**src/hw/gpcr_pkg.sv**
```systemverilog
package gpcr_pkg;

  // ---------------------------------------------------------------------------
  // Configuration register space
  // ---------------------------------------------------------------------------
  localparam logic [7:0] PORT_B_DIRECTION_OFS       = 8'h1E;
  localparam logic [7:0] PORT_B_FUNCTION_SELECT_OFS = 8'h1F;
  localparam logic [7:0] PORT_C_PULLUP_ENABLE_OFS   = 8'h20;
  localparam logic [7:0] PORT_C_MODE_OPTION_OFS     = 8'h21;
  localparam logic [7:0] PORT_C_DIRECTION_OFS       = 8'h22;
  localparam logic [7:0] PORT_C_FUNCTION_SELECT_OFS = 8'h23;

  // ---------------------------------------------------------------------------
  // Input and output register spaces
  // ---------------------------------------------------------------------------
  localparam logic [7:0] PORT_A_IDX = 8'h00;
  localparam logic [7:0] PORT_B_IDX = 8'h01;
  localparam logic [7:0] PORT_C_IDX = 8'h02;

  // ---------------------------------------------------------------------------
  // Field layout and reset values
  // ---------------------------------------------------------------------------
  localparam logic [7:0] PORT_C_MASK    = 8'h3F;
  localparam logic [7:0] CFG_RESET      = 8'h00;
  localparam logic [7:0] DRIVE_RESET    = 8'h00;
  localparam int         PC_TMR_RST_BIT = 5;
  localparam int         PC_TX_BIT      = 4;
  localparam int         PC_SS_BIT      = 3;
  localparam int         PC_MISO_BIT    = 2;
  localparam int         PC_MOSI_BIT    = 1;
  localparam int         PC_SCK_BIT     = 0;
  localparam int         PB_VREF_BIT    = 0;

  // Pin mode code, ordered {pull-up, option, direction}.
  typedef enum logic [2:0] {
    GPCR_IN_HIZ    = 3'h0,
    GPCR_OUT_PP    = 3'h1,
    GPCR_IRQ       = 3'h2,
    GPCR_OUT_OD    = 3'h3,
    GPCR_IN_PU     = 3'h4,
    GPCR_OUT_PU    = 3'h5,
    GPCR_IRQ_PU    = 3'h6,
    GPCR_OUT_WEAK  = 3'h7
  } gpcr_mode_t;

endpackage

```
**src/hw/gpcr_pin_cell.sv**
```systemverilog
// Pad control for one pin: decodes the latched mode into drive controls.
module gpcr_pin_cell (
  input  wire logic           dir_i,
  input  wire logic           pullup_i,
  input  wire logic           option_i,
  input  wire logic           drive_i,
  input  wire logic           pad_in_i,
  output logic                pad_o,
  output logic                pad_oe_o,
  output logic                pull_en_o,
  output logic                weak_o,
  output logic                irq_en_o,
  output logic                sample_o
);

  gpcr_pkg::gpcr_mode_t mode;

  always_comb begin
    mode      = gpcr_pkg::gpcr_mode_t'({pullup_i, option_i, dir_i});
    pad_o     = drive_i;
    pad_oe_o  = 1'b0;
    pull_en_o = pullup_i;
    weak_o    = 1'b0;
    irq_en_o  = 1'b0;
    unique case (mode)
      gpcr_pkg::GPCR_IN_HIZ,
      gpcr_pkg::GPCR_IN_PU: begin
      end
      gpcr_pkg::GPCR_IRQ,
      gpcr_pkg::GPCR_IRQ_PU: begin
        irq_en_o = 1'b1;
      end
      gpcr_pkg::GPCR_OUT_PP,
      gpcr_pkg::GPCR_OUT_PU: begin
        pad_oe_o = 1'b1;
      end
      gpcr_pkg::GPCR_OUT_OD: begin
        // Open drain only pulls low; a high level is left to the line.
        pad_o    = 1'b0;
        pad_oe_o = ~drive_i;
      end
      gpcr_pkg::GPCR_OUT_WEAK: begin
        pad_oe_o = 1'b1;
        weak_o   = 1'b1;
      end
    endcase
    // An output pin reads back its own buffer.
    sample_o = dir_i ? drive_i : pad_in_i;
  end

endmodule

```
**src/hw/gpcr_port.sv**
```systemverilog
// Configuration, shadow latch and output buffer of one port.
module gpcr_port #(
  parameter int         WIDTH = 8
) (
  input  wire logic             clk_i,
  input  wire logic             rst_i,
  input  wire logic [WIDTH-1:0] mask_i,
  input  wire logic             pu_we_i,
  input  wire logic             or_we_i,
  input  wire logic             dir_we_i,
  input  wire logic             out_we_i,
  input  wire logic [WIDTH-1:0] wdata_i,
  input  wire logic [WIDTH-1:0] pad_in_i,
  output logic      [WIDTH-1:0] pu_reg_o,
  output logic      [WIDTH-1:0] or_reg_o,
  output logic      [WIDTH-1:0] dir_o,
  output logic      [WIDTH-1:0] pad_o,
  output logic      [WIDTH-1:0] pad_oe_o,
  output logic      [WIDTH-1:0] pull_en_o,
  output logic      [WIDTH-1:0] weak_o,
  output logic      [WIDTH-1:0] irq_en_o,
  output logic      [WIDTH-1:0] sample_o
);

  typedef struct packed {
    logic [WIDTH-1:0] pu;
    logic [WIDTH-1:0] opt;
    logic [WIDTH-1:0] pu_act;
    logic [WIDTH-1:0] opt_act;
    logic [WIDTH-1:0] dir;
    logic [WIDTH-1:0] drive;
  } gpcr_port_t;

  gpcr_port_t s_q;
  gpcr_port_t s_d;

  always_comb begin
    s_d = s_q;
    if (pu_we_i) begin
      s_d.pu = wdata_i & mask_i;
    end
    if (or_we_i) begin
      s_d.opt = wdata_i & mask_i;
    end
    if (dir_we_i) begin
      s_d.dir     = wdata_i & mask_i;
      s_d.pu_act  = s_q.pu;
      s_d.opt_act = s_q.opt;
      if (pu_we_i) begin
        s_d.pu_act = wdata_i & mask_i;
      end
      if (or_we_i) begin
        s_d.opt_act = wdata_i & mask_i;
      end
    end
    if (out_we_i) begin
      s_d.drive = wdata_i & mask_i;
    end
  end

  always_ff @(posedge clk_i) begin
    if (rst_i) begin
      s_q <= '0;
    end else begin
      s_q <= s_d;
    end
  end

  assign pu_reg_o = s_q.pu;
  assign or_reg_o = s_q.opt;
  assign dir_o    = s_q.dir;

  for (genvar i = 0; i < WIDTH; i++) begin : g_pin
    gpcr_pin_cell u_cell (
      .dir_i     (s_q.dir[i]),
      .pullup_i  (s_q.pu_act[i]),
      .option_i  (s_q.opt_act[i]),
      .drive_i   (s_q.drive[i]),
      .pad_in_i  (pad_in_i[i] & mask_i[i]),
      .pad_o     (pad_o[i]),
      .pad_oe_o  (pad_oe_o[i]),
      .pull_en_o (pull_en_o[i]),
      .weak_o    (weak_o[i]),
      .irq_en_o  (irq_en_o[i]),
      .sample_o  (sample_o[i])
    );
  end

endmodule

```
**src/hw/gpcr_top.sv**
```systemverilog
// Behaviour
// - Direction bit: zero input, one output.
// - Port B select routes pin to analog channel.
// - Port C select routes pins to peripherals.
// - Port C pull-up bits five to zero.
// - Port C option bits select pin mode.
// - Port C direction has six bits only.
// - Config registers read/write, reset to zero.
// - Input registers read pin levels sampled at the previous clock edge.
// - Output register writes drive output pins; ports B and C take cfg_wdata_i if a config write is in the same cycle.
// - Input and output spaces separate, index per port.
// - Mode decoded from pull-up, option, direction.
// - Pull-up, option take effect on direction write.
// - Output pins read back their buffer.
module gpcr_top (
  input  wire logic       clk_i,
  input  wire logic       rst_i,
  // Configuration register space.
  input  wire logic [7:0] cfg_addr_i,
  input  wire logic       cfg_we_i,
  input  wire logic [7:0] cfg_wdata_i,
  output logic      [7:0] cfg_rdata_o,
  // Input register space.
  input  wire logic [7:0] in_addr_i,
  output logic      [7:0] in_rdata_o,
  // Output register space.
  input  wire logic [7:0] out_addr_i,
  input  wire logic       out_we_i,
  input  wire logic [7:0] out_wdata_i,
  // Port A pins: direction comes from the device's own port A setup, drive from the port A output register.
  input  wire logic [7:0] port_a_pad_i,
  input  wire logic [7:0] port_a_dir_i,
  output logic      [7:0] port_a_pad_o,
  // Port B pins.
  input  wire logic [7:0] port_b_pad_i,
  output logic      [7:0] port_b_pad_o,
  output logic      [7:0] port_b_pad_oe_o,
  output logic      [7:0] port_b_pull_en_o,
  output logic      [7:0] port_b_weak_o,
  output logic      [7:0] port_b_irq_en_o,
  output logic      [7:0] port_b_analog_en_o,
  output logic            adc_vref_en_o,
  // Port C pins.
  input  wire logic [7:0] port_c_pad_i,
  output logic      [7:0] port_c_pad_o,
  output logic      [7:0] port_c_pad_oe_o,
  output logic      [7:0] port_c_pull_en_o,
  output logic      [7:0] port_c_weak_o,
  // Peripheral routing on port C.
  input  wire logic       uart_tx_i,
  input  wire logic       spi_miso_i,
  input  wire logic       spi_mosi_i,
  input  wire logic       spi_sck_i,
  output logic            timer_reset_input_o,
  output logic            spi_ss_o,
  output logic            spi_miso_o,
  output logic            spi_mosi_o,
  output logic            spi_sck_o
);

  // ---------------------------------------------------------------------------
  // Register state
  // ---------------------------------------------------------------------------
  typedef struct packed {
    logic [7:0] b_func;
    logic [7:0] c_func;
    logic [7:0] a_drive;
    logic [7:0] in_rdata;
  } gpcr_top_t;

  gpcr_top_t s_q;
  gpcr_top_t s_d;

  logic [7:0] b_dir;
  logic [7:0] b_sample;
  logic [7:0] b_pad;
  logic [7:0] b_oe;
  logic [7:0] c_pu;
  logic [7:0] c_opt;
  logic [7:0] c_dir;
  logic [7:0] c_sample;
  logic [7:0] c_pad;
  logic [7:0] c_oe;
  logic [7:0] c_pull;
  logic [7:0] c_weak;
  logic [7:0] a_sample;

  function automatic logic hit(input logic [7:0] a, input logic [7:0] ofs);
    hit = (a == ofs);
  endfunction

  // ---------------------------------------------------------------------------
  // Ports B and C
  // ---------------------------------------------------------------------------
  gpcr_port #(.WIDTH(8)) u_port_b (
    .clk_i     (clk_i),
    .rst_i     (rst_i),
    .mask_i    (8'hFF),
    .pu_we_i   (1'b0),
    .or_we_i   (1'b0),
    .dir_we_i  (cfg_we_i &
                hit(cfg_addr_i, gpcr_pkg::PORT_B_DIRECTION_OFS)),
    .out_we_i  (out_we_i & hit(out_addr_i, gpcr_pkg::PORT_B_IDX)),
    .wdata_i   (cfg_we_i ? cfg_wdata_i : out_wdata_i),
    .pad_in_i  (port_b_pad_i),
    .pu_reg_o  (),
    .or_reg_o  (),
    .dir_o     (b_dir),
    .pad_o     (b_pad),
    .pad_oe_o  (b_oe),
    .pull_en_o (port_b_pull_en_o),
    .weak_o    (port_b_weak_o),
    .irq_en_o  (port_b_irq_en_o),
    .sample_o  (b_sample)
  );

  gpcr_port #(.WIDTH(8)) u_port_c (
    .clk_i     (clk_i),
    .rst_i     (rst_i),
    .mask_i    (gpcr_pkg::PORT_C_MASK),
    .pu_we_i   (cfg_we_i &
                hit(cfg_addr_i, gpcr_pkg::PORT_C_PULLUP_ENABLE_OFS)),
    .or_we_i   (cfg_we_i &
                hit(cfg_addr_i, gpcr_pkg::PORT_C_MODE_OPTION_OFS)),
    .dir_we_i  (cfg_we_i &
                hit(cfg_addr_i, gpcr_pkg::PORT_C_DIRECTION_OFS)),
    .out_we_i  (out_we_i & hit(out_addr_i, gpcr_pkg::PORT_C_IDX)),
    .wdata_i   (cfg_we_i ? cfg_wdata_i : out_wdata_i),
    .pad_in_i  (port_c_pad_i),
    .pu_reg_o  (c_pu),
    .or_reg_o  (c_opt),
    .dir_o     (c_dir),
    .pad_o     (c_pad),
    .pad_oe_o  (c_oe),
    .pull_en_o (c_pull),
    .weak_o    (c_weak),
    .irq_en_o  (),
    .sample_o  (c_sample)
  );

  // ---------------------------------------------------------------------------
  // Register writes and read data
  // ---------------------------------------------------------------------------
  assign a_sample = (port_a_dir_i & s_q.a_drive) |
                    (~port_a_dir_i & port_a_pad_i);

  always_comb begin
    s_d = s_q;
    if (cfg_we_i && hit(cfg_addr_i, gpcr_pkg::PORT_B_FUNCTION_SELECT_OFS)) begin
      s_d.b_func = cfg_wdata_i;
    end
    if (cfg_we_i && hit(cfg_addr_i, gpcr_pkg::PORT_C_FUNCTION_SELECT_OFS)) begin
      s_d.c_func = cfg_wdata_i & gpcr_pkg::PORT_C_MASK;
    end
    if (out_we_i && hit(out_addr_i, gpcr_pkg::PORT_A_IDX)) begin
      s_d.a_drive = out_wdata_i;
    end
    unique case (in_addr_i)
      gpcr_pkg::PORT_A_IDX: s_d.in_rdata = a_sample;
      gpcr_pkg::PORT_B_IDX: s_d.in_rdata = b_sample;
      gpcr_pkg::PORT_C_IDX: s_d.in_rdata = c_sample;
      default:              s_d.in_rdata = 8'h00;
    endcase
  end

  always_ff @(posedge clk_i) begin
    if (rst_i) begin
      s_q.b_func   <= gpcr_pkg::CFG_RESET;
      s_q.c_func   <= gpcr_pkg::CFG_RESET;
      s_q.a_drive  <= gpcr_pkg::DRIVE_RESET;
      s_q.in_rdata <= 8'h00;
    end else begin
      s_q <= s_d;
    end
  end

  always_comb begin
    unique case (cfg_addr_i)
      gpcr_pkg::PORT_B_DIRECTION_OFS:       cfg_rdata_o = b_dir;
      gpcr_pkg::PORT_B_FUNCTION_SELECT_OFS: cfg_rdata_o = s_q.b_func;
      gpcr_pkg::PORT_C_PULLUP_ENABLE_OFS:   cfg_rdata_o = c_pu;
      gpcr_pkg::PORT_C_MODE_OPTION_OFS:     cfg_rdata_o = c_opt;
      gpcr_pkg::PORT_C_DIRECTION_OFS:       cfg_rdata_o = c_dir;
      gpcr_pkg::PORT_C_FUNCTION_SELECT_OFS: cfg_rdata_o = s_q.c_func;
      default:                              cfg_rdata_o = 8'h00;
    endcase
  end

  assign in_rdata_o   = s_q.in_rdata;
  assign port_a_pad_o = s_q.a_drive;

  // ---------------------------------------------------------------------------
  // Alternate functions
  // ---------------------------------------------------------------------------
  // An analog pin has its digital driver and pull-up released.
  assign port_b_analog_en_o = s_q.b_func;
  assign adc_vref_en_o      = s_q.b_func[gpcr_pkg::PB_VREF_BIT];
  assign port_b_pad_o       = b_pad;
  assign port_b_pad_oe_o    = b_oe & ~s_q.b_func;

  always_comb begin
    port_c_pad_o     = c_pad;
    port_c_pad_oe_o  = c_oe;
    port_c_pull_en_o = c_pull;
    port_c_weak_o    = c_weak;
    if (s_q.c_func[gpcr_pkg::PC_TX_BIT]) begin
      port_c_pad_o[gpcr_pkg::PC_TX_BIT] = uart_tx_i;
    end
    if (s_q.c_func[gpcr_pkg::PC_MISO_BIT]) begin
      port_c_pad_o[gpcr_pkg::PC_MISO_BIT] = spi_miso_i;
    end
    if (s_q.c_func[gpcr_pkg::PC_MOSI_BIT]) begin
      port_c_pad_o[gpcr_pkg::PC_MOSI_BIT] = spi_mosi_i;
    end
    if (s_q.c_func[gpcr_pkg::PC_SCK_BIT]) begin
      port_c_pad_o[gpcr_pkg::PC_SCK_BIT] = spi_sck_i;
    end
  end

  // Peripheral inputs read the raw pin only when routed, else idle low.
  assign timer_reset_input_o = s_q.c_func[gpcr_pkg::PC_TMR_RST_BIT] &
                               port_c_pad_i[gpcr_pkg::PC_TMR_RST_BIT];
  assign spi_ss_o   = s_q.c_func[gpcr_pkg::PC_SS_BIT] &
                      port_c_pad_i[gpcr_pkg::PC_SS_BIT];
  assign spi_miso_o = s_q.c_func[gpcr_pkg::PC_MISO_BIT] &
                      port_c_pad_i[gpcr_pkg::PC_MISO_BIT];
  assign spi_mosi_o = s_q.c_func[gpcr_pkg::PC_MOSI_BIT] &
                      port_c_pad_i[gpcr_pkg::PC_MOSI_BIT];
  assign spi_sck_o  = s_q.c_func[gpcr_pkg::PC_SCK_BIT] &
                      port_c_pad_i[gpcr_pkg::PC_SCK_BIT];

endmodule

```
**config.mk**
```make
export PLATFORM = sky130hd
export DESIGN_NAME = gpcr_top
export DESIGN_NICKNAME = d
export VERILOG_FILES = /design/src/hw/gpcr_pkg.sv /design/src/hw/gpcr_pin_cell.sv /design/src/hw/gpcr_port.sv /design/src/hw/gpcr_top.sv
export SDC_FILE = /design/constraint.sdc
export NUM_CORES = 1
export LEC_CHECK = 0
export BUFFER_PORTS_ARGS = -buffer_cell sky130_fd_sc_hd__buf_4
export CAP_MARGIN = 10
export CORE_MARGIN = 1
export CORE_UTILIZATION = 53
export DETAILED_ROUTE_END_ITERATION = 10
export GPL_ROUTABILITY_DRIVEN = 0
export GPL_TIMING_DRIVEN = 0
export PLACE_DENSITY = 0.91
export SYNTH_ARGS = -nofsm -noshare
export SYNTH_HDL_FRONTEND = slang
export SYNTH_HIERARCHICAL = 1
export SYNTH_SLANG_ARGS = --single-unit
```
**constraint.sdc**
```tcl
create_clock -name clk_i -period 6.1 [get_ports clk_i]
set_input_delay 0.915 -clock clk_i [delete_from_list [all_inputs] [get_ports clk_i]]
set_output_delay 0.915 -clock clk_i [all_outputs]
set_load 0.03 [all_outputs]
```
==> flow_summary.ini <==
[status]
status = completed

[worst_setup_path]
critPathArrivalTime_ns = 2.71
worstPathRequired_ns = 5.18
cpLargestDelayFamily = simple AND/OR/NAND/NOR gates
crit_top_cell = buf_4
crit_path_max_incr_delay_ns = 0.55
worstSetupPathType = in -> out
start_kind = input port
crit_buf_inv = 3
critical_path.cell_chain = buf_4 -> or4b_4 -> or3_1 -> buf_6 -> nor3_4 -> a21o_2 -> buf_4
worst_path_max_delay_cell = or4b_4
crit_cells = 7
rr_worst_depth = 4
cp_max_fo = 9
setup.worst_path.end_class = output port

[power]
p_per_area_mw_per_mm2 = 201
ir_drop_mv = 0.193
p_leak_uw = 0.00424

[layout]
post-route-util_pct = 74.3
nets = 1151
diodes = 0
top_regs = u_port_b/s_q (24), u_port_c/s_q (24)
seq_area_sq_mm = 0.00252
layout-drive-gt1-share_pct = 43.4
syn2layout_area_growth_pct = 34.5
fillers = 988
multi_input_area_sq_mm = 0.00449

[routing]
drt-total-wl_microns = 22900
vias_per_cell = 5.45
avgRoutedWirePerCell_microns = 18.2
drc = 0
vias = 6862
drtIter0Drc = 505
firstDrtPassIters = 5
final_antenna_net_count = 0

[timing]
rsz0062_at_grt = false
finClkSkew_ns = 0.00559
fin_ws_ns = 2.48
tightest_slew_ns = 1.31
relSlewSlack_pct = 12.5
post-route-period-util_pct = 59.4
hold-worst-slack_ns = 0.496
min_period_ns = 3.62
setup_viol = 0
hold_viol = 0
slew_viol_final = 0
fmax_mhz = 276
finalSetupTns_ns = 0

[floorplanning]
ios = 190
die_y_microns = 120
design.core.area_sq_mm = 0.0135
die_x_microns = 120
row_count = 42
die-area_sq_mm = 0.0145
initial_core_util_pct = 55.2

[global_routing]
grt.total_usage_pct = 31.8
grt_pass1_vias = 6675
grt_pass1_wl_microns = 35000
gr-total-overflow = 0
grt_max_degree = 17
antenna_found_initial = 0

[cts]
cts-htree-levels = 4
cts_tree = built
clk_pin_slew_ns = 0.06
clockBufferDepth = 2
cts-resized-gates = 0
cts_setup_buffers = 0
root_buffer = clkbuf_16
clock_latency_ns = 0.41
cts_hold_repair.buffers = 0
cts.sinks = 126
cts_buffers = 17

[place]
portBuffers = 188
pre_cts_slack_ns = 2.35
dp_hpwl_microns = 17000

[synth]
syn_inst = 772
synth_area_sq_mm = 0.00743
yosys_warnings = 6
postSynthAreaPerCell_sq_um = 9.62

[flow_run]
max_cap_violations = 0

[worst_hold_path]
hold_class = reg -> reg
worstHoldPathCells = 2
final cells by class:
type	count	share of cell area [%]
Multi-Input combinational cell	628	44.9
Sequential cell	126	25.2
Timing Repair Buffer	188	14.1
Buffer	109	7.58
Clock buffer	18	4.40
Tap cell	176	2.20
Clock inverter	13	1.48
Inverter	1	0.0376
tightest hold or removal path: stages, from the launching register on:
cell and delay, ns:
dfxtp_1 0.32, nand2b_4 0.07, a21oi_1 0.06
where the power goes:
part	total, uW	internal (uW)	switching [uW]
Sequential	832	829	2.98
Clock	1020	644	371
Combinational	166	72.3	93.5
Total	2010	1550	467
final timing paths:
| path | end | from | slack [ns] |
|---|---|---|---|
| hold reg to reg | u_port_b/pu_reg_o[6]$_SDFF_PP0_ | u_port_b/pu_reg_o[6]$_SDFF_PP0_ | 0.50 |
| setup reg to reg | in_rdata_o[5]$_SDFF_PP0_ | u_port_b/dir_o[5]$_SDFFE_PP0P_ | 4.60 |
| hold / removal | u_port_b/pu_reg_o[6]$_SDFF_PP0_ | u_port_b/pu_reg_o[6]$_SDFF_PP0_ | 0.50 |
| setup / recovery | cfg_rdata_o[0] | cfg_addr_i[4] | 2.48 |
placed cells by master, fill, tap and decap left out, drive strengths merged, types with 23 or more instances in the layout:
cell type and instances:
nor2b 29, a21oi 68, a311oi 32, nor2 64, buf 291, mux2 43
dfxtp 126, nand3 66, clkbuf 24, a21boi 32, conb 94, nand2b 64
mux2i 31, and2 23
per-layer routing:
metal | track usage (%) | part of all wire [%] | vias to the layer above
met1 | 38.9 | 40 | 3279
met2 | 53.1 | 48 | 343
met5 | 0 | 0 | -
li1 | - | - | 3190
met3 | 6.98 | 9.2 | 50
met4 | 14.5 | 3.2 | 0
per-stage QoR:
step,cells,instance area (sq um),power [uW]
floorplan,864,7770,932
global placement,1228,9410,1000
detailed placement,1228,9410,1010
CTS,1259,9990,2010
global route,1259,9990,2070
finish,1259,9990,2010
Power figures use the tool's default switching activity.
